==> src/inc/crmb_params.svh <==
// Purpose: constants for the receive mask and buffer status block
// Assumes: 32-bit APB data, 16-bit register contents in the low bits
// Notes:   definitions only
`ifndef CRMB_PARAMS_SVH
`define CRMB_PARAMS_SVH

// ----------------------------------------
// register byte offsets
// ----------------------------------------
`define CRMB_OFS_MSK_STD0  12'h000
`define CRMB_OFS_MSK_EXT0  12'h004
`define CRMB_OFS_MSK_STD1  12'h008
`define CRMB_OFS_MSK_EXT1  12'h00C
`define CRMB_OFS_MSK_STD2  12'h010
`define CRMB_OFS_MSK_EXT2  12'h014
`define CRMB_OFS_FULL_LO   12'h018
`define CRMB_OFS_FULL_HI   12'h01C
`define CRMB_OFS_OVF_LO    12'h020
`define CRMB_OFS_OVF_HI    12'h024

// ----------------------------------------
// standard mask word fields
// ----------------------------------------
`define CRMB_STD_SID_HI    15
`define CRMB_STD_SID_LO    5
`define CRMB_STD_ID_TYPE_MATCH_ENABLE      3
`define CRMB_STD_EID_HI    1
`define CRMB_STD_EID_LO    0
`define CRMB_STD_WMASK     16'hFFEB

// ----------------------------------------
// reset values and fills
// ----------------------------------------
`define CRMB_RST_MASK      16'h0000
`define CRMB_RST_FLAGS     16'h0000
`define CRMB_ALL_ONES16    16'hFFFF
`define CRMB_RD_ZERO       32'h0000_0000

`endif

==> src/inc/crmb_pkg.sv <==
// Purpose: types for the receive mask and buffer status block
// Assumes: nothing beyond the constants header
// Notes:   mask source codes follow the filter mask source field
package crmb_pkg;
	typedef logic [10:0] crmb_sid_t;
	typedef logic [17:0] crmb_eid_t;
	typedef logic [15:0] crmb_word_t;
	typedef logic [4:0]  crmb_buf_t;
	typedef enum logic [1:0] {
		CRMB_MSK_SET0 = 2'h0,
		CRMB_MSK_SET1 = 2'h1,
		CRMB_MSK_SET2 = 2'h2,
		CRMB_MSK_NONE = 2'h3
	} crmb_msk_src_t;
endpackage : crmb_pkg

==> src/inc/crmb_flag_if.sv <==
// Purpose: carries set, clear-write and value of one flag word
// Assumes: single clock domain
// Notes:   core drives requests, flags module holds the value
`timescale 1ns/1ps
interface crmb_flag_if #(parameter int W = 16);
	logic [W-1:0] set_vec;
	logic [W-1:0] wr_data;
	logic         wr_en;
	logic [W-1:0] value;
	modport core  (output set_vec, output wr_data, output wr_en, input value);
	modport flags (input set_vec, input wr_data, input wr_en, output value);
endinterface : crmb_flag_if

==> src/rtl/crmb_flags.sv <==
// Purpose: one word of hardware-set, write-zero-to-clear flags
// Assumes: set and clear may arrive in the same cycle
// Notes:   set wins so no event is lost
`timescale 1ns/1ps
`include "crmb_params.svh"
module crmb_flags import crmb_pkg::*; #(
	parameter int W = 16
) (
	// clock and reset
	input  wire logic pclk,
	input  wire logic presetn,
	input  wire logic ce,
	// flag word
	crmb_flag_if.flags fl
);
	logic [W-1:0] keep_mask;

	// writing one keeps, writing zero clears
	assign keep_mask = fl.wr_en ? fl.wr_data : {W{1'b1}};

	// ----------------------------------------
	// storage
	// ----------------------------------------
	// reset zero, write-zero clear
	always_ff @(posedge pclk or negedge presetn) begin
		if (!presetn) begin
			fl.value <= W'(`CRMB_RST_FLAGS);
		end else if (ce) begin
			fl.value <= (fl.value & keep_mask) | fl.set_vec;
		end
	end
endmodule : crmb_flags

==> src/rtl/crmb_top.sv <==
// Purpose: acceptance masking and receive buffer full/overflow status
// Assumes: frame and filter inputs are valid while rx_valid is high
// Notes:   one APB wait state on every access
`timescale 1ns/1ps
`include "crmb_params.svh"
module crmb_top import crmb_pkg::*; #(
	parameter int ADDR_W = 12
) (
	// clock, reset, enable
	input  wire logic              pclk,
	input  wire logic              presetn,
	input  wire logic              ce,
	// apb slave
	input  wire logic              psel,
	input  wire logic              penable,
	input  wire logic              pwrite,
	input  wire logic [ADDR_W-1:0] paddr,
	input  wire logic [31:0]       pwdata,
	output      logic [31:0]       prdata,
	output      logic              pready,
	output      logic              pslverr,
	// received frame from protocol engine
	input  wire logic              rx_valid,
	input  wire logic              rx_ide,
	input  wire crmb_sid_t         rx_sid,
	input  wire crmb_eid_t         rx_eid,
	input  wire crmb_buf_t         rx_buf_idx,
	// filter that the frame is tested against
	input  wire crmb_sid_t         flt_sid,
	input  wire crmb_eid_t         flt_eid,
	input  wire logic              flt_filter_extended_select,
	input  wire crmb_msk_src_t     flt_mask_src,
	// result towards buffer writer
	output      logic              frame_accept,
	output      logic              frame_store,
	output      logic              frame_overflow,
	output      crmb_buf_t         frame_buf_idx
);
	// ----------------------------------------
	// mask registers
	// ----------------------------------------
	crmb_word_t msk_std_reg [3];
	crmb_word_t msk_ext_reg [3];

	// ----------------------------------------
	// apb decode
	// ----------------------------------------
	logic [ADDR_W-1:0] ofs;
	logic              acc_phase;
	logic              fire;
	logic              wr_fire;
	logic              hit_std0;
	logic              hit_ext0;
	logic              hit_std1;
	logic              hit_ext1;
	logic              hit_std2;
	logic              hit_ext2;
	logic              hit_full_lo;
	logic              hit_full_hi;
	logic              hit_ovf_lo;
	logic              hit_ovf_hi;
	logic              hit_any;
	crmb_word_t        rd_word;

	assign ofs         = paddr;
	assign acc_phase   = ce & psel & penable;
	assign fire        = acc_phase & pready;
	assign wr_fire     = fire & pwrite;
	assign hit_std0    = ofs == ADDR_W'(`CRMB_OFS_MSK_STD0);
	assign hit_ext0    = ofs == ADDR_W'(`CRMB_OFS_MSK_EXT0);
	assign hit_std1    = ofs == ADDR_W'(`CRMB_OFS_MSK_STD1);
	assign hit_ext1    = ofs == ADDR_W'(`CRMB_OFS_MSK_EXT1);
	assign hit_std2    = ofs == ADDR_W'(`CRMB_OFS_MSK_STD2);
	assign hit_ext2    = ofs == ADDR_W'(`CRMB_OFS_MSK_EXT2);
	assign hit_full_lo = ofs == ADDR_W'(`CRMB_OFS_FULL_LO);
	assign hit_full_hi = ofs == ADDR_W'(`CRMB_OFS_FULL_HI);
	assign hit_ovf_lo  = ofs == ADDR_W'(`CRMB_OFS_OVF_LO);
	assign hit_ovf_hi  = ofs == ADDR_W'(`CRMB_OFS_OVF_HI);
	assign hit_any     = hit_std0 | hit_ext0 | hit_std1 | hit_ext1 | hit_std2
	                   | hit_ext2 | hit_full_lo | hit_full_hi | hit_ovf_lo | hit_ovf_hi;

	// ----------------------------------------
	// flag words
	// ----------------------------------------
	crmb_flag_if #(.W(16)) full_lo_if ();
	crmb_flag_if #(.W(16)) full_hi_if ();
	crmb_flag_if #(.W(16)) ovf_lo_if ();
	crmb_flag_if #(.W(16)) ovf_hi_if ();

	crmb_flags #(.W(16)) u_full_lo (.pclk(pclk), .presetn(presetn), .ce(ce), .fl(full_lo_if));
	crmb_flags #(.W(16)) u_full_hi (.pclk(pclk), .presetn(presetn), .ce(ce), .fl(full_hi_if));
	crmb_flags #(.W(16)) u_ovf_lo  (.pclk(pclk), .presetn(presetn), .ce(ce), .fl(ovf_lo_if));
	crmb_flags #(.W(16)) u_ovf_hi  (.pclk(pclk), .presetn(presetn), .ce(ce), .fl(ovf_hi_if));

	logic [31:0] full_all;
	logic [31:0] ovf_all;

	assign full_all = {full_hi_if.value, full_lo_if.value};
	assign ovf_all  = {ovf_hi_if.value, ovf_lo_if.value};

	// ----------------------------------------
	// read mux
	// ----------------------------------------
	assign rd_word = hit_std0    ? msk_std_reg[0]   :
	                 hit_ext0    ? msk_ext_reg[0]   :
	                 hit_std1    ? msk_std_reg[1]   :
	                 hit_ext1    ? msk_ext_reg[1]   :
	                 hit_std2    ? msk_std_reg[2]   :
	                 hit_ext2    ? msk_ext_reg[2]   :
	                 hit_full_lo ? full_lo_if.value :
	                 hit_full_hi ? full_hi_if.value :
	                 hit_ovf_lo  ? ovf_lo_if.value  :
	                 hit_ovf_hi  ? ovf_hi_if.value  : `CRMB_RST_MASK;

	// ----------------------------------------
	// apb response
	// ----------------------------------------
	// one wait state keeps every output a flop; data sampled at access start
	always_ff @(posedge pclk or negedge presetn) begin
		if (!presetn) begin
			pready  <= 1'b0;
			pslverr <= 1'b0;
			prdata  <= `CRMB_RD_ZERO;
		end else if (ce) begin
			pready  <= psel & penable & ~pready;
			pslverr <= psel & penable & ~pready & ~hit_any;
			if (psel & penable & ~pready) begin
				prdata <= (pwrite | ~hit_any) ? `CRMB_RD_ZERO : {16'h0000, rd_word};
			end
		end
	end

	// ----------------------------------------
	// mask register writes
	// ----------------------------------------
	logic [2:0] wr_std;
	logic [2:0] wr_ext;
	crmb_word_t std_wdata;

	assign wr_std    = {3{wr_fire}} & {hit_std2, hit_std1, hit_std0};
	assign wr_ext    = {3{wr_fire}} & {hit_ext2, hit_ext1, hit_ext0};
	assign std_wdata = pwdata[15:0] & `CRMB_STD_WMASK;

	always_ff @(posedge pclk or negedge presetn) begin
		if (!presetn) begin
			for (int i = 0; i < 3; i++) begin
				msk_std_reg[i] <= `CRMB_RST_MASK;
				msk_ext_reg[i] <= `CRMB_RST_MASK;
			end
		end else if (ce) begin
			for (int i = 0; i < 3; i++) begin
				if (wr_std[i]) msk_std_reg[i] <= std_wdata;
				if (wr_ext[i]) msk_ext_reg[i] <= pwdata[15:0];
			end
		end
	end

	// ----------------------------------------
	// acceptance match
	// ----------------------------------------
	crmb_word_t sel_std;
	crmb_word_t sel_ext;
	logic       use_mask;
	crmb_sid_t  sid_mask;
	crmb_eid_t  eid_mask;
	logic       type_match_en;
	crmb_sid_t  sid_diff;
	crmb_eid_t  eid_diff;
	logic       id_match;
	logic       type_ok;
	logic       match;

	// mask source select, none means exact
	assign use_mask = flt_mask_src != CRMB_MSK_NONE;
	assign sel_std  = (flt_mask_src == CRMB_MSK_SET0) ? msk_std_reg[0] :
	                  (flt_mask_src == CRMB_MSK_SET1) ? msk_std_reg[1] : msk_std_reg[2];
	assign sel_ext  = (flt_mask_src == CRMB_MSK_SET0) ? msk_ext_reg[0] :
	                  (flt_mask_src == CRMB_MSK_SET1) ? msk_ext_reg[1] : msk_ext_reg[2];
	assign sid_mask = use_mask ? sel_std[`CRMB_STD_SID_HI:`CRMB_STD_SID_LO] : '1;
	assign eid_mask = use_mask ? {sel_std[`CRMB_STD_EID_HI:`CRMB_STD_EID_LO], sel_ext} : '1;
	assign type_match_en = use_mask ? sel_std[`CRMB_STD_ID_TYPE_MATCH_ENABLE] : 1'b1;

	assign sid_diff = (rx_sid ^ flt_sid) & sid_mask;
	assign eid_diff = (rx_eid ^ flt_eid) & eid_mask;
	// extended bits count only for extended frames
	assign id_match = ~|sid_diff & (~rx_ide | ~|eid_diff);
	// format check gated by type match
	assign type_ok  = ~type_match_en | (rx_ide == flt_filter_extended_select);
	assign match    = id_match & type_ok;

	// ----------------------------------------
	// buffer flag update
	// ----------------------------------------
	logic        take;
	logic        buf_full;
	logic        do_store;
	logic        do_ovf;
	logic [31:0] buf_onehot;
	logic [31:0] set_full;
	logic [31:0] set_ovf;

	assign take       = ce & rx_valid & match;
	assign buf_full   = full_all[rx_buf_idx];
	assign buf_onehot = 32'h0000_0001 << rx_buf_idx;
	assign do_store   = take & ~buf_full;
	assign do_ovf     = take & buf_full;
	assign set_full   = do_store ? buf_onehot : 32'h0000_0000;
	assign set_ovf    = do_ovf ? buf_onehot : 32'h0000_0000;

	assign full_lo_if.set_vec = set_full[15:0];
	assign full_hi_if.set_vec = set_full[31:16];
	assign ovf_lo_if.set_vec  = set_ovf[15:0];
	assign ovf_hi_if.set_vec  = set_ovf[31:16];

	assign full_lo_if.wr_en   = wr_fire & hit_full_lo;
	assign full_hi_if.wr_en   = wr_fire & hit_full_hi;
	assign ovf_lo_if.wr_en    = wr_fire & hit_ovf_lo;
	assign ovf_hi_if.wr_en    = wr_fire & hit_ovf_hi;
	assign full_lo_if.wr_data = pwdata[15:0];
	assign full_hi_if.wr_data = pwdata[15:0];
	assign ovf_lo_if.wr_data  = pwdata[15:0];
	assign ovf_hi_if.wr_data  = pwdata[15:0];

	// ----------------------------------------
	// result outputs
	// ----------------------------------------
	// store strobe withheld on overflow
	always_ff @(posedge pclk or negedge presetn) begin
		if (!presetn) begin
			frame_accept   <= 1'b0;
			frame_store    <= 1'b0;
			frame_overflow <= 1'b0;
			frame_buf_idx  <= '0;
		end else if (ce) begin
			frame_accept   <= take;
			frame_store    <= do_store;
			frame_overflow <= do_ovf;
			frame_buf_idx  <= rx_buf_idx;
		end
	end
endmodule : crmb_top

==> config.mk <==
export PLATFORM = sky130hd
export DESIGN_NAME = crmb_top
export DESIGN_NICKNAME = d
export VERILOG_FILES = /design/src/inc/crmb_pkg.sv /design/src/inc/crmb_flag_if.sv /design/src/rtl/crmb_flags.sv /design/src/rtl/crmb_top.sv
export VERILOG_INCLUDE_DIRS = /design/src /design/src/inc
export SDC_FILE = /design/constraint.sdc
export NUM_CORES = 1
export LEC_CHECK = 0
export ABC_AREA = 1
export BUFFER_PORTS_ARGS = -buffer_cell sky130_fd_sc_hd__buf_2
export CELL_PAD_IN_SITES_DETAIL_PLACEMENT = 0
export CELL_PAD_IN_SITES_GLOBAL_PLACEMENT = 1
export CORE_MARGIN = 10
export CORE_UTILIZATION = 45
export DETAILED_ROUTE_END_ITERATION = 6
export GPL_TIMING_DRIVEN = 0
export PLACE_DENSITY_LB_ADDON = 0.3
export SYNTH_ARGS = -nofsm -noshare
export SYNTH_HDL_FRONTEND = slang
export SYNTH_SLANG_ARGS = --single-unit
==> constraint.sdc <==
create_clock -name pclk -period 3 [get_ports pclk]
set_input_delay 0.3 -clock pclk [delete_from_list [all_inputs] [get_ports pclk]]
set_output_delay 0.3 -clock pclk [all_outputs]
set_load 0.01 [all_outputs]
# After elaboration in Yosys (flattened, before gate mapping)
# Index checks and enable logic that the tools add are counted.
# word_totals
out_inout_bits,42
regBits,196
input_bits,118
elab_cells,118
# classes
magnitude_cmp,1
n_eq_ne,12
mux,26
shifts,1
n_reduce_logical,13
bitwise_logic,48
# ops
cell,count
two-way mux 16 bit,19
bitwise AND 16 bit,4
two-way mux 32 bit,2
bitwise OR 16 bit,4
"equality test 12 x 5 -> 1 bit, second input constant",4
"<< shifter 1 x 5 -> 32 bit, first input constant",1
"equality test 12 x 4 -> 1 bit, second input constant",2
"equality test 12 x 6 -> 1 bit, second input constant",2
bitwise AND 18 bit,1
two-way mux 18 bit,1
OR reduction 18 bit,1
bitwise XOR 18 bit,1
bitwise AND 1 bit,17
AND reduction 2 bit,7
"equality test 12 x 3 -> 1 bit, second input constant",1
zero test 12 bit,1
bitwise OR 1 bit,12
bitwise AND 11 bit,1
two-way mux 11 bit,1
OR reduction 11 bit,1
bitwise XOR 11 bit,1
bitwise AND 3 bit,2
"< comparator 5 x 6 -> 1 bit, second input constant",1
binary-select mux 1 bit (select 5 bit),1
other kinds (7),13

# Longest topological paths before layout
# depth
ltp_word,14
ltp_mapped,16
depth_no_buf,15

# Cells and area by module
# Synthesis repeated with hierarchy kept, for this count alone.
# unflattened
cells_unflattened,1620
hier_area_um2,10990.5
# by_module_without_submodules
module,area_per_inst_um2,n_inst,cells_each,seq_area_each_um2
crmb_top,7972.6,1,1216,2902.8
crmb_flags,754.5,4,101,400.4

# Worst setup path before layout
# OpenSTA, ideal clock, no wires.
# synth_path
kind,input -> register
startpoint,in paddr[0]
endpoint,reg msk_std_reg[14] in the netlist's numbering
setup_time_ns,0.123
cell_stages,10
required_time_ns,2.877
path_buffers,2
arrival_time_ns,1.643
path_slack_ns,1.234
path_cell_list,inv_1 -> nand2_1 -> nor3_4 -> inv_1 -> nor2_2 -> buf_4 -> nand2_2 -> buf_2 -> nand2_1 -> o21ai_1
# synth_via
elab_chain_cells,3
# synth_lines
element,line,text
from (decl),crmb_top.sv:17,"input wire logic [ADDR_W-1:0] paddr,"
equality test 12 x 5 -> 1 bit,crmb_top.sv:73,assign hit_std2 = ofs == ADDR_W'(`CRMB_OFS_MSK_STD2);
bitwise AND 3 bit,crmb_top.sv:140,"assign wr_std = {3{wr_fire}} & {hit_std2, hit_std1, hit_std0};"
AND reduction 2 bit (no source line),-,
"to (signal, indexed assignment)",crmb_top.sv:147,msk_std_reg[i] <= `CRMB_RST_MASK;
"to (signal, indexed assignment)",crmb_top.sv:152,if (wr_std[i]) msk_std_reg[i] <= std_wdata;
to (decl),crmb_top.sv:42,crmb_word_t msk_std_reg [3];
# Every way passes these cells.
# A chain may end at the register's enable or synchronous reset.

# Worst setup path in the final report
# layout_path
startpoint,reg msk_ext_reg[12] in the netlist's numbering
endpoint,reg u_ovf_lo.fl.value[8]
# layout_via
elab_chain_cells,13
# layout_lines
element,line,text
from (decl),crmb_top.sv:43,crmb_word_t msk_ext_reg [3];
"from (signal, indexed assignment)",crmb_top.sv:148,msk_ext_reg[i] <= `CRMB_RST_MASK;
"from (signal, indexed assignment)",crmb_top.sv:153,if (wr_ext[i]) msk_ext_reg[i] <= pwdata[15:0];
two-way mux 16 bit,crmb_top.sv:178,(flt_mask_src == CRMB_MSK_SET1) ? msk_ext_reg[1] : msk_ext_reg[2];
two-way mux 16 bit,crmb_top.sv:177,assign sel_ext = (flt_mask_src == CRMB_MSK_SET0) ? msk_ext_reg[0] :
two-way mux 18 bit,crmb_top.sv:180,"assign eid_mask = use_mask ? {sel_std[`CRMB_STD_EID_HI:`CRMB_STD_EID_LO], sel_ext} : '1;"
bitwise AND 18 bit,crmb_top.sv:184,assign eid_diff = (rx_eid ^ flt_eid) & eid_mask;
OR reduction 18 bit,crmb_top.sv:186,assign id_match = ~|sid_diff & (~rx_ide | ~|eid_diff);
zero test 1 bit,crmb_top.sv:186,
bitwise OR 1 bit,crmb_top.sv:186,
bitwise AND 1 bit,crmb_top.sv:186,
bitwise AND 1 bit,crmb_top.sv:189,assign match = id_match & type_ok;
bitwise AND 1 bit,crmb_top.sv:202,assign take = ce & rx_valid & match;
bitwise AND 1 bit,crmb_top.sv:206,assign do_ovf = take & buf_full;
two-way mux 32 bit,crmb_top.sv:208,assign set_ovf = do_ovf ? buf_onehot : 32'h0000_0000;
bitwise OR 16 bit,crmb_flags.sv:29,fl.value <= (fl.value & keep_mask) | fl.set_vec;
to (signal assigned),crmb_flags.sv:27,fl.value <= W'(`CRMB_RST_FLAGS);
to (signal assigned),crmb_flags.sv:29,
to (decl),crmb_flag_if.sv:11,"modport flags (input set_vec, input wr_data, input wr_en, output value);"
# Every way passes these cells.

==> impl_metrics.csv <==
group,metric,value,unit
layout,post-route-util,0.5353,
worst_setup_path,worst_setup_sp,"msk_ext_reg[12]",
clock_network,post_cts.resized_instances,0,
run,max_cap_viol_count,0,
synthesis,synthesis.yosys.warnings,0,
clock_network,cts.hold.buffers_added,1,
worst_setup_path,worst-path-max-fanout,10,
sta,finalSetupViolations,0,
worst_setup_path,critical_path_required,3.38,ns
routing,route.detailed.drc,0,
power,power.ir.vdd_worst,0.3889,mV
clock_network,clock_tree.root_cell,"sky130_fd_sc_hd__clkbuf_16",
clock_network,ctsHtreeMaxLevel,4,
layout,antennaDiodeCount,0,
sta,worst_slew_pin_slew,0.6599,ns
routing,avgViaCountPerCell,5.426,
clock_network,maximum_clock_insertion_buffer_count,2,
sta,clock_skew,0.01776,ns
placed_design,finalWeightedCongestion,0.9746,
worst_setup_path,setup.worst_path.start_class,"register",
clock_network,numCtsBuffers,17,
worst_setup_path,path_class,"register to register",
global_route,use_met1,0.3264,
worst_setup_path,crit-reg2reg-launch,"msk_ext_reg[12]",
floorplan,placementRows,55,
layout,syn_to_final_growth,16.29,%
floorplan,coreArea,0.02278,mm²
routing,starting_drt_drc_count,968,
global_route,globalRoute.busiestLayer,"met2",
global_route,globalRouteTotalUtil,0.2565,
floorplan,start_util,0.4603,
clock_network,cts_num_sinks,180,
sta,timing.fmax,417.6,MHz
sta,slew_headroom,0.5601,
global_route,grt_antenna_before_repair,0,
worst_setup_path,timing.critical_path.to_type,"register",
clock_network,clock_pin_slew_reported_for_the_worst_setup_and_hold_paths_after_clock_tree_synthesis,0.07,ns
sta,finalWorstSetupSlack,0.6055,ns
layout,design.final.nets,1764,
worst_setup_path,critical_path_depth,11,
global_route,grt_max_degree,122,
routing,drt_wl_total,38740,µm
floorplan,die_boundary_height,172.6,µm
routing,firstDrtPassIters,6,
global_route,first_global_vias,10851,
synthesis,synthDistinctLibCells,32,
synthesis,synth_seq_cells,180,
synthesis,synth.cells.most_frequent,"sky130_fd_sc_hd__nand2_1, sky130_fd_sc_hd__o21ai_0, sky130_fd_sc_hd__dfrtp_1, sky130_fd_sc_hd__inv_1, sky130_fd_sc_hd__nor2_1",
clock_network,post_cts_setup_bufs,0,
worst_setup_path,crit_path_frequent_cell,"sky130_fd_sc_hd__nand2_1",
routing,routedWlPerCell,19.64,µm
power,leakagePower,6.405,nW
sta,holdWs,0.1616,ns
sta,timing.final.hold_violations,0,
worst_setup_path,critical_path_buf_inv_count,2,
worst_setup_path,worst_path_max_delay_cell,"sky130_fd_sc_hd__dfrtp_1",
floorplan,design.portCount,160,
global_route,overflow,0,
min_path,timing.hold.worst.class,"primary input to register",
global_route,grt_util_met2,0.4315,
sta,period_needed,2.395,ns
placed_design,place.port_buffers,126,
clock_network,cts_tree,"built",
sta,period_share,0.7982,
worst_setup_path,crit-reg2reg-capture,"u_ovf_lo.fl.value[8]",
worst_setup_path,ff2ff_path_depth,11,
synthesis,synth.top_cells.by_area,"sky130_fd_sc_hd__dfrtp_1, sky130_fd_sc_hd__nand2_1, sky130_fd_sc_hd__o21ai_0",
synthesis,syn-cell-area,0.01049,mm²
synthesis,synth_largest_type_area_fraction,0.4296,
sta,finalSetupTns,0,ns
layout,final-instance-count-excl-fill,1972,
placed_design,dp_hpwl,30460,µm
routing,drt.antenna.violating_nets,0,
worst_setup_path,slowest_delay,0.41,ns
worst_setup_path,rrSetupSlack,0.61,ns
synthesis,synth_cells,1484,
global_route,gr-usage-met3,0.03594,
run_status,run_status,"completed",
synthesis,synth_area_leader_cell,"sky130_fd_sc_hd__dfrtp_1",
synthesis,synthesis.area_per_instance,7.065,µm²
synthesis,synth_edf_count,0,
layout,largest_register_ffs,48,
worst_setup_path,timing.critical_path.cells,"o21ai_0 -> nand3_1 -> nand2_1 -> nand4_1 -> nor2_1 -> nand2_1 -> nand2_1 -> buf_2 -> buf_2 -> nand4_1 -> nand2_1",
placed_design,numPlacedInstances,1939,
clock_network,insertion_delay,0.46,ns
floorplan,fp.dieArea,0.02981,mm²
synthesis,synthArstFlopShare,1.000,
routing,detailroute.via_count,10701,
synthesis,synthMostInstantiatedCell,"sky130_fd_sc_hd__nand2_1",
floorplan,die_width,172.6,µm
synthesis,synthFlopType,"sky130_fd_sc_hd__dfrtp_1",
placed_design,place_worst_setup_slack,0.3289,ns
layout,layout-drive-gt1-share,0.1368,
worst_setup_path,endpoint,"u_ovf_lo.fl.value[8]",
worst_setup_path,worst-endpoint-arrival,2.78,ns
sta,rsz0062_at_grt,"no",
sta,slew_viol_final,0,
synthesis,yosysSeqAreaShare,0.4296,
power,power_density,437.1,mW/mm²
global_route,wire_length_of_the_first_global_routing_pass,61390,µm
worst_setup_path,worst_path_dominant_cell_family,"simple AND/OR/NAND/NOR gates",
## routing by layer
metal	vias up	share of wire	wire length, µm
met4	0	0.033	1280
met3	82	0.060	2334
met1	5011	0.43	16480
li1	5169	-	-
met2	439	0.48	18640
met5	-	0	0
## power breakdown
group | total (mW) | internal [mW] | leakage (nW) | switching [mW]
Clock | 2.25 | 1.13 | 0.284 | 1.13
Sequential | 2.48 | 2.46 | 2.50 | 0.0246
Combinational | 0.597 | 0.176 | 3.62 | 0.421
Total | 5.33 | 3.76 | 6.41 | 1.57
## worst min-delay path, cell delays in order
cell	delay [ns]
sky130_fd_sc_hd__buf_2	0.12
sky130_fd_sc_hd__o21ai_0	0.09
sky130_fd_sc_hd__nand2_1	0.06
## worst min path at each step
stage | cells after the start | end | start | slack, ns
after floorplan | 0 | frame_accept | presetn | 0.004
after global placement | 2 | frame_buf_idx[4] | frame_buf_idx[4] | 0.45
after detailed placement | 1 | msk_ext_reg[33] | presetn | 0.26
after CTS | 3 | u_full_hi.fl.value[1] | pwdata[1] | 0.16
after global routing | 3 | u_ovf_hi.fl.value[14] | pwdata[14] | 0.20
final | 3 | u_full_hi.fl.value[1] | pwdata[1] | 0.16
## cells in the final DEF (no fill, tap or decap), types with 3 or more instances in the layout
cell type,synthesis,routed
sky130_fd_sc_hd__nand2_1,514,514
sky130_fd_sc_hd__o21ai_0,185,185
sky130_fd_sc_hd__dfrtp_1,180,180
sky130_fd_sc_hd__buf_2,24,149
sky130_fd_sc_hd__inv_1,113,113
sky130_fd_sc_hd__nor2_1,92,92
sky130_fd_sc_hd__nand3_1,89,89
sky130_fd_sc_hd__nand4_1,79,79
sky130_fd_sc_hd__clkbuf_1,41,41
sky130_fd_sc_hd__xor2_1,30,30
sky130_fd_sc_hd__o21ai_1,30,30
sky130_fd_sc_hd__buf_4,25,25
sky130_fd_sc_hd__a21oi_1,21,21
sky130_fd_sc_hd__clkbuf_16,0,17
sky130_fd_sc_hd__o211ai_1,16,16
sky130_fd_sc_hd__conb_1,1,16
sky130_fd_sc_hd__o22ai_1,15,15
sky130_fd_sc_hd__clkinv_4,0,5
sky130_fd_sc_hd__nor2_2,4,4
sky130_fd_sc_hd__inv_8,0,4
sky130_fd_sc_hd__inv_2,3,3
sky130_fd_sc_hd__nor3_4,3,3
## through the flow
stage,power [mW],instance area [µm²]
after floorplan,2.812,10540
after global placement,3.105,11560
after detailed placement,3.115,11600
after CTS,5.320,12190
after global routing,5.492,12190
final,5.330,12190
## cell families after synthesis
group | after synthesis | share of synthesized area
buffers and inverters | 211 | 0.08831
and+or+nand+nor | 791 | 0.3205
xor gates and xnor gates | 30 | 0.02506
AOI/OAI and AO/OA | 271 | 0.1362
DFF | 180 | 0.4296
other | 1 | 0.0003577
## final cells by class
cell class,instances,area [µm²]
repair buffers,128,678.2
inverters,118,442.9
fillers,2288,10590
plain buffers,93,483.0
clock buffers,18,439.2
multi-input cells,1108,5111
well taps,313,391.6
flip-flops and latches,180,4504
clock inverters,14,142.6
No activity file was read; power rests on OpenSTA's default activity.
